--- config.mk ---
export PLATFORM = sky130hd
export DESIGN_NAME = aifc_axis_ctrl
export DESIGN_NICKNAME = d
export VERILOG_FILES = /design/src/design/aifc_pkg.sv /design/src/design/aifc_axis_ctrl.sv
export SDC_FILE = /design/constraint.sdc
export NUM_CORES = 2
export LEC_CHECK = 0
export CORE_AREA = 3 3 339 341
export DETAILED_ROUTE_END_ITERATION = 7
export DIE_AREA = 0 0 342 344
export DONT_BUFFER_PORTS = 1
export HOLD_SLACK_MARGIN = 0.03
export PLACE_DENSITY_LB_ADDON = 0.3
export SLEW_MARGIN = 20
export SYNTH_ARGS = -nofsm -noshare
export SYNTH_HDL_FRONTEND = slang
export SYNTH_SLANG_ARGS = --single-unit
--- constraint.sdc ---
create_clock -name i_clk -period 13.35 [get_ports i_clk]
set_clock_uncertainty 0.15 [all_clocks]
set_input_delay 0.6675 -clock i_clk [delete_from_list [all_inputs] [get_ports i_clk]]
set_output_delay 0.6675 -clock i_clk [all_outputs]
set_load 0.01 [all_outputs]
--- src/design/aifc_pkg.sv ---
package aifc_pkg;

  // Word offsets of the per-axis individual-function words in the interface
  // data block. Not all are multiples of four, so they stay as indices.
  localparam logic [7:0] AXIS1_FUNC_IDX = 8'hbc;
  localparam logic [7:0] AXIS2_FUNC_IDX = 8'hc2;
  localparam logic [7:0] AXIS3_FUNC_IDX = 8'hc8;

  // Bit positions inside an individual-function word.
  localparam int BIT_PROG = 0;
  localparam int BIT_TRIG = 1;
  localparam int BIT_DDIS = 2;
  localparam int BIT_FOLL = 3;

  // Value of a function word after restart: programmer mode set only.
  localparam logic [15:0] FUNC_RESET = 16'h0001;

  // Axis status as seen by this block.
  typedef enum logic [1:0] {
    AIFC_ST_COMPLETED,
    AIFC_ST_INTERRUPTED,
    AIFC_ST_RUNNING
  } aifc_axis_st_t;

  // Per-axis process inputs from the positioning core and encoder side.
  typedef struct packed {
    logic incremental;
    logic has_zero_mark;
    logic zero_mark;
    logic past_reduction;
    logic af_pending;
    logic sim_on_cmd;
    logic sim_off_cmd;
    logic ext_error;
    logic rapid;
    logic below_changeover;
    logic sim_dir_rev;
    logic [31:0] rapid_speed;
    logic [31:0] creep_speed;
    logic [31:0] enc_position;
    logic [31:0] ref_coord;
    logic [31:0] offset;
    logic [15:0] track_enable;
    logic [15:0] cam_states;
    aifc_axis_st_t status;
  } aifc_proc_in_t;

  // Per-axis status outputs.
  typedef struct packed {
    logic prog_mode;
    logic trig_active;
    logic drive_disable;
    logic follow_up;
    logic synchronized;
    logic sim_running;
    logic abort_mode;
    logic adaption_skip;
    logic zero_speed_mon;
    logic adaption_cont;
    logic [31:0] position;
    logic [15:0] cam_out;
    logic [7:0] dig_out;
  } aifc_axis_out_t;

endpackage

--- src/design/aifc_axis_ctrl.sv ---
`timescale 1ns/1ns

module aifc_axis_ctrl #(
  parameter int NUM_AXES = 3,
  parameter int DATA_W = 16
) (
  // Clock and reset
  input wire logic i_clk,
  input wire logic i_srst,
  // Interface data block word access from the host
  input wire logic i_wr,
  input wire logic i_rd,
  input wire logic [7:0] i_idx,
  input wire logic [DATA_W-1:0] i_wdata,
  input wire logic i_xfer_done,
  input wire logic i_md_valid,
  output logic [DATA_W-1:0] o_rdata,
  output logic o_rvalid,
  // Process side per axis
  input wire aifc_pkg::aifc_proc_in_t [NUM_AXES-1:0] i_proc,
  input wire logic [NUM_AXES-1:0] i_is_cam,
  input wire logic [NUM_AXES-1:0] i_adapt_started,
  // Status
  output aifc_pkg::aifc_axis_out_t [NUM_AXES-1:0] o_axis,
  output logic o_programmer_indicator
);

  logic [DATA_W-1:0] func_word_r [NUM_AXES];
  logic [DATA_W-1:0] sampled_r [NUM_AXES];
  logic [DATA_W-1:0] prev_r [NUM_AXES];
  logic [2:0] zm_sync_r [NUM_AXES];
  logic [NUM_AXES-1:0] trig_r;
  logic [NUM_AXES-1:0] sync_r;
  logic [NUM_AXES-1:0] sim_r;
  logic [NUM_AXES-1:0] abort_r;
  logic [NUM_AXES-1:0] skip_r;
  logic [NUM_AXES-1:0] adcont_r;
  logic [NUM_AXES-1:0] cams_off_r;
  logic [31:0] pos_r [NUM_AXES];
  logic [31:0] corr_r [NUM_AXES];
  logic [15:0] cam_r [NUM_AXES];
  logic [7:0] dout_r [NUM_AXES];
  logic [DATA_W-1:0] rdata_r;
  logic rvalid_r;

  function automatic int idx_to_axis(input logic [7:0] idx);
    int a;
    a = -1;
    case (idx)
      aifc_pkg::AXIS1_FUNC_IDX: a = 0;
      aifc_pkg::AXIS2_FUNC_IDX: a = 1;
      aifc_pkg::AXIS3_FUNC_IDX: a = 2;
      default: a = -1;
    endcase
    if (a >= NUM_AXES)
    begin
      a = -1;
    end
    return a;
  endfunction

  function automatic logic status_idle(input aifc_pkg::aifc_axis_st_t s);
    return (s == aifc_pkg::AIFC_ST_COMPLETED) ||
           (s == aifc_pkg::AIFC_ST_INTERRUPTED);
  endfunction

  // Host word writes; the programmer device has no port here at all. Reset
  // leaves programmer mode set so the host must release each axis.
  always_ff @(posedge i_clk)
  begin
    for (int a = 0; a < NUM_AXES; a++)
    begin
      if (i_srst)
      begin
        func_word_r[a] <= DATA_W'(aifc_pkg::FUNC_RESET);
      end
      else if (i_wr && idx_to_axis(i_idx) == a)
      begin
        func_word_r[a] <= i_wdata;
      end
    end
  end

  // Read port stays live in every mode.
  always_ff @(posedge i_clk)
  begin
    if (i_srst)
    begin
      rdata_r <= '0;
      rvalid_r <= 1'b0;
    end
    else
    begin
      rvalid_r <= i_rd;
      rdata_r <= '0;
      for (int a = 0; a < NUM_AXES; a++)
      begin
        if (i_rd && idx_to_axis(i_idx) == a)
        begin
          rdata_r <= func_word_r[a];
        end
      end
    end
  end

  // The word is taken over only when the host completes a transfer, so a
  // half-written word never reaches the axis logic.
  always_ff @(posedge i_clk)
  begin
    for (int a = 0; a < NUM_AXES; a++)
    begin
      if (i_srst)
      begin
        sampled_r[a] <= DATA_W'(aifc_pkg::FUNC_RESET);
        prev_r[a] <= DATA_W'(aifc_pkg::FUNC_RESET);
      end
      else
      begin
        prev_r[a] <= sampled_r[a];
        if (i_xfer_done)
        begin
          sampled_r[a] <= func_word_r[a];
        end
        // Without machine data drive disable and follow-up stay off.
        if (!i_md_valid)
        begin
          sampled_r[a][aifc_pkg::BIT_DDIS] <= 1'b0;
          sampled_r[a][aifc_pkg::BIT_FOLL] <= 1'b0;
        end
      end
    end
  end

  // Zero mark is a pin: three flops, with edge detect on the second and third.
  always_ff @(posedge i_clk)
  begin
    for (int a = 0; a < NUM_AXES; a++)
    begin
      if (i_srst)
      begin
        zm_sync_r[a] <= '0;
      end
      else
      begin
        zm_sync_r[a] <= {zm_sync_r[a][1:0], i_proc[a].zero_mark};
      end
    end
  end

  // Trigger reference point state, updated while the axis status is completed or interrupted and held while it runs.
  always_ff @(posedge i_clk)
  begin
    for (int a = 0; a < NUM_AXES; a++)
    begin
      if (i_srst || !i_md_valid)
      begin
        trig_r[a] <= 1'b0;
      end
      else if (status_idle(i_proc[a].status))
      begin
        trig_r[a] <= sampled_r[a][aifc_pkg::BIT_TRIG] &&
                     i_proc[a].incremental &&
                     i_proc[a].has_zero_mark;
      end
    end
  end

  // Simulation run flag, entered on ON, left on OFF or external error.
  always_ff @(posedge i_clk)
  begin
    for (int a = 0; a < NUM_AXES; a++)
    begin
      if (i_srst || !i_md_valid)
      begin
        sim_r[a] <= 1'b0;
      end
      else if (sim_r[a])
      begin
        if (i_proc[a].sim_off_cmd || i_proc[a].ext_error)
        begin
          sim_r[a] <= 1'b0;
        end
      end
      else if (i_proc[a].sim_on_cmd)
      begin
        sim_r[a] <= 1'b1;
      end
    end
  end

  // After a simulation every track stays dark until the next simulation starts or
  // the host completes its next transfer, which is where it re-enables the tracks that it wants.
  always_ff @(posedge i_clk)
  begin
    for (int a = 0; a < NUM_AXES; a++)
    begin
      if (!i_srst && sim_r[a] &&
          (i_proc[a].sim_off_cmd || i_proc[a].ext_error))
      begin
        cams_off_r[a] <= 1'b1;
      end
      else if (i_srst || i_xfer_done || i_proc[a].sim_on_cmd)
      begin
        cams_off_r[a] <= 1'b0;
      end
    end
  end

  // Position, synchronisation and cam outputs. Outside simulation the actual
  // value is the encoder count plus a correction, so that a coordinate set by
  // synchronisation or by the end of a simulation stays in force.
  always_ff @(posedge i_clk)
  begin
    for (int a = 0; a < NUM_AXES; a++)
    begin
      if (i_srst)
      begin
        pos_r[a] <= '0;
        corr_r[a] <= '0;
        sync_r[a] <= 1'b0;
        cam_r[a] <= '0;
      end
      else if (sim_r[a] &&
               (i_proc[a].sim_off_cmd || i_proc[a].ext_error))
      begin
        cam_r[a] <= '0;
        if (i_proc[a].incremental)
        begin
          pos_r[a] <= i_proc[a].ref_coord;
          corr_r[a] <= i_proc[a].ref_coord - i_proc[a].enc_position;
          sync_r[a] <= 1'b0;
        end
        else
        begin
          pos_r[a] <= i_proc[a].enc_position + i_proc[a].ref_coord;
          corr_r[a] <= i_proc[a].ref_coord;
          sync_r[a] <= 1'b1;
        end
      end
      else if (sim_r[a])
      begin
        // Creep speed is deliberately never read here.
        if (i_proc[a].sim_dir_rev)
        begin
          pos_r[a] <= pos_r[a] - i_proc[a].rapid_speed;
        end
        else
        begin
          pos_r[a] <= pos_r[a] + i_proc[a].rapid_speed;
        end
        cam_r[a] <= i_proc[a].cam_states & i_proc[a].track_enable;
      end
      else if (trig_r[a] && !i_proc[a].af_pending &&
               i_proc[a].past_reduction &&
               zm_sync_r[a][1] && !zm_sync_r[a][2])
      begin
        // Only the actual value moves; limits and stored cam and target
        // coordinates live outside this block and are not touched.
        pos_r[a] <= i_proc[a].ref_coord + i_proc[a].offset;
        corr_r[a] <= i_proc[a].ref_coord + i_proc[a].offset -
                     i_proc[a].enc_position;
        sync_r[a] <= 1'b1;
      end
      else
      begin
        pos_r[a] <= i_proc[a].enc_position + corr_r[a];
        cam_r[a] <= cams_off_r[a] ? '0 :
                    (i_proc[a].cam_states & i_proc[a].track_enable);
      end
    end
  end

  // Mode abort, adaption handling and digital outputs.
  always_ff @(posedge i_clk)
  begin
    for (int a = 0; a < NUM_AXES; a++)
    begin
      if (i_srst)
      begin
        abort_r[a] <= 1'b0;
        skip_r[a] <= 1'b0;
        adcont_r[a] <= 1'b0;
        dout_r[a] <= '0;
      end
      else
      begin
        // Pending functions are kept elsewhere; programmer mode never
        // clears them, it aborts the running mode and switches off the digital outputs of a non-cam axis.
        abort_r[a] <= !i_is_cam[a] &&
                      sampled_r[a][aifc_pkg::BIT_PROG] &&
                      !prev_r[a][aifc_pkg::BIT_PROG];
        // A rapid move is only cut once it already decelerates.
        skip_r[a] <= sampled_r[a][aifc_pkg::BIT_DDIS] &&
                     !prev_r[a][aifc_pkg::BIT_DDIS] &&
                     (i_proc[a].status == aifc_pkg::AIFC_ST_RUNNING) &&
                     (!i_proc[a].rapid ||
                      i_proc[a].below_changeover);
        adcont_r[a] <= sampled_r[a][aifc_pkg::BIT_FOLL] &&
                       i_adapt_started[a];
        if (sampled_r[a][aifc_pkg::BIT_DDIS] ||
            (!i_is_cam[a] && sampled_r[a][aifc_pkg::BIT_PROG]))
        begin
          dout_r[a] <= '0;
        end
        else
        begin
          dout_r[a] <= 8'hff;
        end
      end
    end
  end

  always_comb
  begin
    o_programmer_indicator = 1'b0;
    for (int a = 0; a < NUM_AXES; a++)
    begin
      o_programmer_indicator = o_programmer_indicator |
                               sampled_r[a][aifc_pkg::BIT_PROG];
      o_axis[a].prog_mode = sampled_r[a][aifc_pkg::BIT_PROG];
      o_axis[a].trig_active = trig_r[a];
      o_axis[a].drive_disable = sampled_r[a][aifc_pkg::BIT_DDIS];
      o_axis[a].follow_up = sampled_r[a][aifc_pkg::BIT_FOLL];
      o_axis[a].zero_speed_mon = !sampled_r[a][aifc_pkg::BIT_FOLL];
      o_axis[a].synchronized = sync_r[a];
      o_axis[a].sim_running = sim_r[a];
      o_axis[a].abort_mode = abort_r[a];
      o_axis[a].adaption_skip = skip_r[a];
      o_axis[a].adaption_cont = adcont_r[a];
      o_axis[a].position = pos_r[a];
      o_axis[a].cam_out = cam_r[a];
      o_axis[a].dig_out = dout_r[a];
    end
    o_rdata = rdata_r;
    o_rvalid = rvalid_r;
  end

endmodule

Word-level counts from Yosys, hierarchy flattened. Memories as Yosys holds them, arrays and structs flattened. Index checks and enable logic that the tools add are counted.

Bits in registers: 38. RAM bits: 417. Input port bits: 651. Output and inout bits: 216. Word-level logic and storage cells: 454. Memories kept: 8.

Memories: corr_r (words 3, width 32, rd ports 3, clocked after Yosys merged registers in 0, wr ports 3, line aifc_axis_ctrl.sv:40) `logic [31:0] corr_r [NUM_AXES];`; pos_r (words 3, width 32, rd ports 3, clocked after Yosys merged registers in 0, wr ports 3, line aifc_axis_ctrl.sv:39) `logic [31:0] pos_r [NUM_AXES];`; cam_r (words 3, width 16, rd ports 3, clocked after Yosys merged registers in 0, wr ports 3, line aifc_axis_ctrl.sv:41) `logic [15:0] cam_r [NUM_AXES];`; func_word_r (words 3, width 16, rd ports 3, clocked after Yosys merged registers in 0, wr ports 3, line aifc_axis_ctrl.sv:28) `logic [DATA_W-1:0] func_word_r [NUM_AXES];`; prev_r (words 3, width 16, rd ports 3, clocked after Yosys merged registers in 0, wr ports 3, line aifc_axis_ctrl.sv:30) `logic [DATA_W-1:0] prev_r [NUM_AXES];`; sampled_r (words 3, width 16, rd ports 3, clocked after Yosys merged registers in 0, wr ports 3, line aifc_axis_ctrl.sv:29) `logic [DATA_W-1:0] sampled_r [NUM_AXES];`; 2 more memories.

$add $sub $neg: 21. $lt $le $gt $ge: 1. Eq/ne operators: 14. Multiplexer cells: 229. Bitwise logic cells: 65. Reductions and logical operators: 101.

Operator list (count): 32-bit 2-to-1 mux (30); 32-bit adder (12); 16-bit 2-to-1 mux (24); 32-bit subtractor (9); 1-bit 2-to-1 mux (165); 32-bit case mux with 3 select lines (1); 1-bit bitwise OR (62); 1-bit logical AND (51); 16-bit AND (3); 8-bit 2-to-1 mux (6); 32-bit by 2-bit == test with 1-bit output, second input constant (1); 32-bit by 3-bit == test with 1-bit output, second input constant (1); 32-bit by 3-bit greater-or-equal comparator with 1-bit output, second input constant (1); 32-bit zero test (1); 8-bit == test, second input constant (3); 1-bit zero test (23); 1-bit logical OR (17); 3-bit 2-to-1 mux (3); 2-bit by 1-bit == test with 1-bit output, second input constant (3); 2-bit == test, second input constant (3); 2-bit zero test (3); 2-bit by 1-bit != test with 1-bit output, second input constant (3); 2-bit AND reduction (3); 2-bit nonzero test (3).

Longest topological paths before layout.
Depth after elaboration: 12. Mapped depth: 24. Gate-level depth less buffers: 24.

Worst setup path before layout. Ideal clock, no wire load.

Path type: input port to flip-flop. Start point: input i_proc[34] in the netlist's numbering. End point: memory corr_r[0][29] (data pin). Library setup time: 298 ps. Data arrival time: 5058 ps. Data required time: 12902 ps. Path slack: 7844 ps. Stages: 19. Path through: ha_1 > fa_1 > a21o_1 > a21oi_1 > o211ai_1 > a41oi_1 > nor2b_1 > a2111oi_0 > o21ai_0 > xor2_1 > ha_1 > nand3_1 > or2_2 > o221ai_1 > a21o_1 > a21oi_1 > o21ai_0 > xnor2_1 > o22ai_1.

RTL lines: start: declaration (line aifc_axis_ctrl.sv:20) `input wire aifc_pkg::aifc_proc_in_t [NUM_AXES-1:0] i_proc,`; end: declaration (line aifc_axis_ctrl.sv:40).

==> metrics <==
outcome=finished clean; crit end category=flop; CTS tree=done; Final #Nets=roughly 7600; Post-CTS Resized=0; Synth Warn #=0; Cells after Synth=~6300; average size of a mapped cell=a little under 8 sq um; Max VDD drop=0.1027 mV; DRC=0; RSZ-0062 raised after global routing=false; fill cell count=between 10000 and 15000; register area share after synthesis=0.2037; Adder-Cell Fraction of Synth Area=0.1724; Syn-to-layout area delta=6.437%; Pwr Density=approximately 98 nW/um^2; Peak Freq=0.1550 GHz; ys flop type=edfxtp_1; top-count cell post-synth=a21oi_1; antenna violations before repair=25; library cells used by synthesis=93; final non-filler cell total=just under 8000; first-pass iteration count of the detailed router=5; CP max stage cell=nor3_1; post-synth top area share=0.1807; Detailed Place HPWL=between 150000 and 200000 um; first-pass GRT wire length=288500 um; effective utilization at floorplan=0.4428; max-cap violations=0; Ports=867; slew at the pin closest to its max-slew limit=around 1100 ps; Period minus WS final=between 6000 and 7000 ps; worst-path cell chain=ha_1, fa_1, a21oi_1, nor3b_1, o21ai_0, a21oi_1, o21a_1, o21a_1, o31a_1, o21a_1, a221oi_1, xnor2_1, ha_1, and3_1, a31oi_1, o21ai_0, nand2_1, o21ai_0, a311oi_1, nor4_1, nor3_1, xor2_1, xor2_1, o22ai_1; multiplexer share of the synthesized area=0.01740; FP Rows=123; clock slew at reported path FFs=approximately 60 ps; Fin. Hold Viols=0; CP startpoint kind=primary input; die area=between 100000 and 150000 sq um; Total Routing Usage GR=0.3198; Iteration-0 DRC Markers=about 5000; largest net degree at the start of global routing=just over 80; final setup violation count=0; H-tree depth=2; largest area contributor in the netlist=edfxtp_1; routed wire length=~200000 um; Pleak=between 20 and 25 nW; core footprint=approximately 110000 sq um; Worst EP arrival=~6700 ps; clk buf depth=3; drt via density=approximately 6.3; maximum fanout along the worst path=5; share of cells above drive strength 1=0.02781; Cell Count Post-Placement=~7700; number of global-route vias before repair=approximately 46000; slew margin rel.=0.2742; grt total ovfl=0; Final ANT Viol Nets=0; worst min path class=in2reg; Port-buffer cells=0; Die Wd=roughly 340 um; Clock Sinks=between 300 and 400; GPL Wtd Cong=between 1 and 1.5; largest family of logic cells by synthesized area=compound AO/OA/AOI/OAI gates; worst skew pair latency=660 ps; WL/cell=25.44 um; Synth top cells by count=a21oi_1 (676), ha_1 (651), nor2_1 (518); fin. max-slew vios=0; hold_ws=just under 60 ps; Setup Total Neg Slack=0 ps; number of flops mapped to enable cells by yosys=roughly 300; Simple-Gate Fraction of Synth Area=0.1629; XOR/XNOR share of the synthesized area=0.08683; TritonCTS Buffers=48; Setup Crit Path Kind=in2reg; synthesized cell area=49680 sq um; asr flop ratio synth=0; Pwr Total=between 0.005 and 0.006 W; root buf cell=clkbuf_16; final worst path period share=0.4832; Synth Register Bits=roughly 360; crit-path max cell delay=between 500 and 600 ps; Compound-Gate Fraction of Synth Area=0.2953; via count=between 40000 and 50000; Critical Path RT=13560 ps; leading post-synthesis cells by cell area=edfxtp_1 (18%), ha_1 (16%), a21oi_1 (6.8%); chip height=roughly 340 um
-- cells by family (layout without fill, tap and decap cells) --
family / after synthesis / after routing
AOI/OAI and AO/OA: 2279 / 2279
and+or+nand+nor: 1681 / 1681
buffers and inverters: 780 / 628
adders and majority gates: 672 / 672
xor gates and xnor gates: 491 / 491
DFF: 356 / 356
muxes: 86 / 86
other: 1 / 118
-- worst max-delay path, delay by kind of cell --
family | cells | cell delay, ps
AND/OR/NAND/NOR | 5 | 1160
adder cells (fa/ha/maj) | 3 | 970
AO/OA/AOI/OAI | 13 | 3150
XOR/XNOR | 3 | 690
-- flip-flops by register name, summed over array words and instances (netlist names), 6 cells and up --
name         flops
zm_sync_r        9
cam_r           48
prev_r           6
pos_r           96
o_rdata         16
sampled_r       12
func_word_r     48
corr_r          96
-- metal layers --
metal	track usage	vias up	wire length, um
met4	0.1210	10	8608
met3	0.08218	347	21600
met5	0.004493	-	126
li1	-	22988	-
met1	0.4322	23041	84680
met2	0.4887	2449	83700
-- layout make-up --
| type | instances | area (sq um) | area share |
|---|---|---|---|
| Multi-Input combinational cell | 5308 | 36940 | 0.6986 |
| Sequential cell | 356 | 10120 | 0.1914 |
| Tap cell | 1500 | 1877 | 0.03549 |
| Inverter | 477 | 1790 | 0.03386 |
| Clock buffer | 65 | 1265 | 0.02392 |
| Timing Repair Buffer | 64 | 575.6 | 0.01088 |
| Clock inverter | 22 | 261.5 | 0.004945 |
| Antenna cell | 19 | 47.55 | 0.0008991 |
-- power breakdown --
group | total [W] | switching [W] | leakage [nW] | internal [W]
registers | 0.00139 | 0.0000954 | 3.58 | 0.00129
clock network | 0.00132 | 0.000573 | 0.734 | 0.000747
logic | 0.00249 | 0.00150 | 18.8 | 0.000993
total | 0.00519 | 0.00217 | 23.1 | 0.00303
-- path summary, 6_finish.rpt --
check                            start                         end  slack (ps)  depth (start not counted)
max reg2reg  pos_r[2][8]$_SDFFCE_PN0P_  pos_r[2][29]$_SDFFCE_PN0P_        8540                         11
min reg2reg       prev_r[2][0]$_DFF_P_       abort_r[2]$_SDFF_PP0_         250                          1
min                        i_proc[199]         sim_r[0]$_SDFF_PP0_          60                          2
max                        i_proc[239]     corr_r[1][31]$_DFFE_PP_        6900                         24
-- cells in the final DEF (no fill, tap or decap), types with 42 or more instances in the layout --
cell type / count
edfxtp_1: 299
o21a_1: 72
o22ai_1: 86
a21o_1: 239
nand3_1: 97
a21oi_1: 675
nand2b_1: 76
a31oi_1: 77
inv_1: 472
a22oi_1: 43
dfxtp_1: 56
conb_1: 99
o21bai_1: 112
nor3_1: 118
mux2i_1: 83
o31ai_1: 46
a211oi_1: 97
and2_1: 76
o211ai_1: 54
nor2b_1: 108
clkbuf_16: 48
nor4_1: 42
nand2_1: 392
nor2_1: 513
ha_1: 651
xor2_1: 127
xnor2_1: 363
o21ai_0: 438
and3_1: 93
-- stage by stage --
| step | utilization | setup WS, ps | instance area, sq um |
|---|---|---|---|
| 2_1_floorplan | - | 7844 | 50050 |
| 3_3_place_gp | 0.4548 | 6464 | 51030 |
| 3_5_place_dp | 0.4548 | 6491 | 51030 |
| 4_1_cts | 0.4707 | 7169 | 52800 |
| 5_1_grt | 0.4711 | 6529 | 52860 |
| 6_report | 0.4714 | 6899 | 52880 |
-- timing repair --
action / 4_1_cts / 5_1_grt
hold buffers: 23 / 0
setup buffers: 0 / 0
hold endpoints to repair: 56 / 0
No activity file was read; power rests on OpenSTA's default activity.
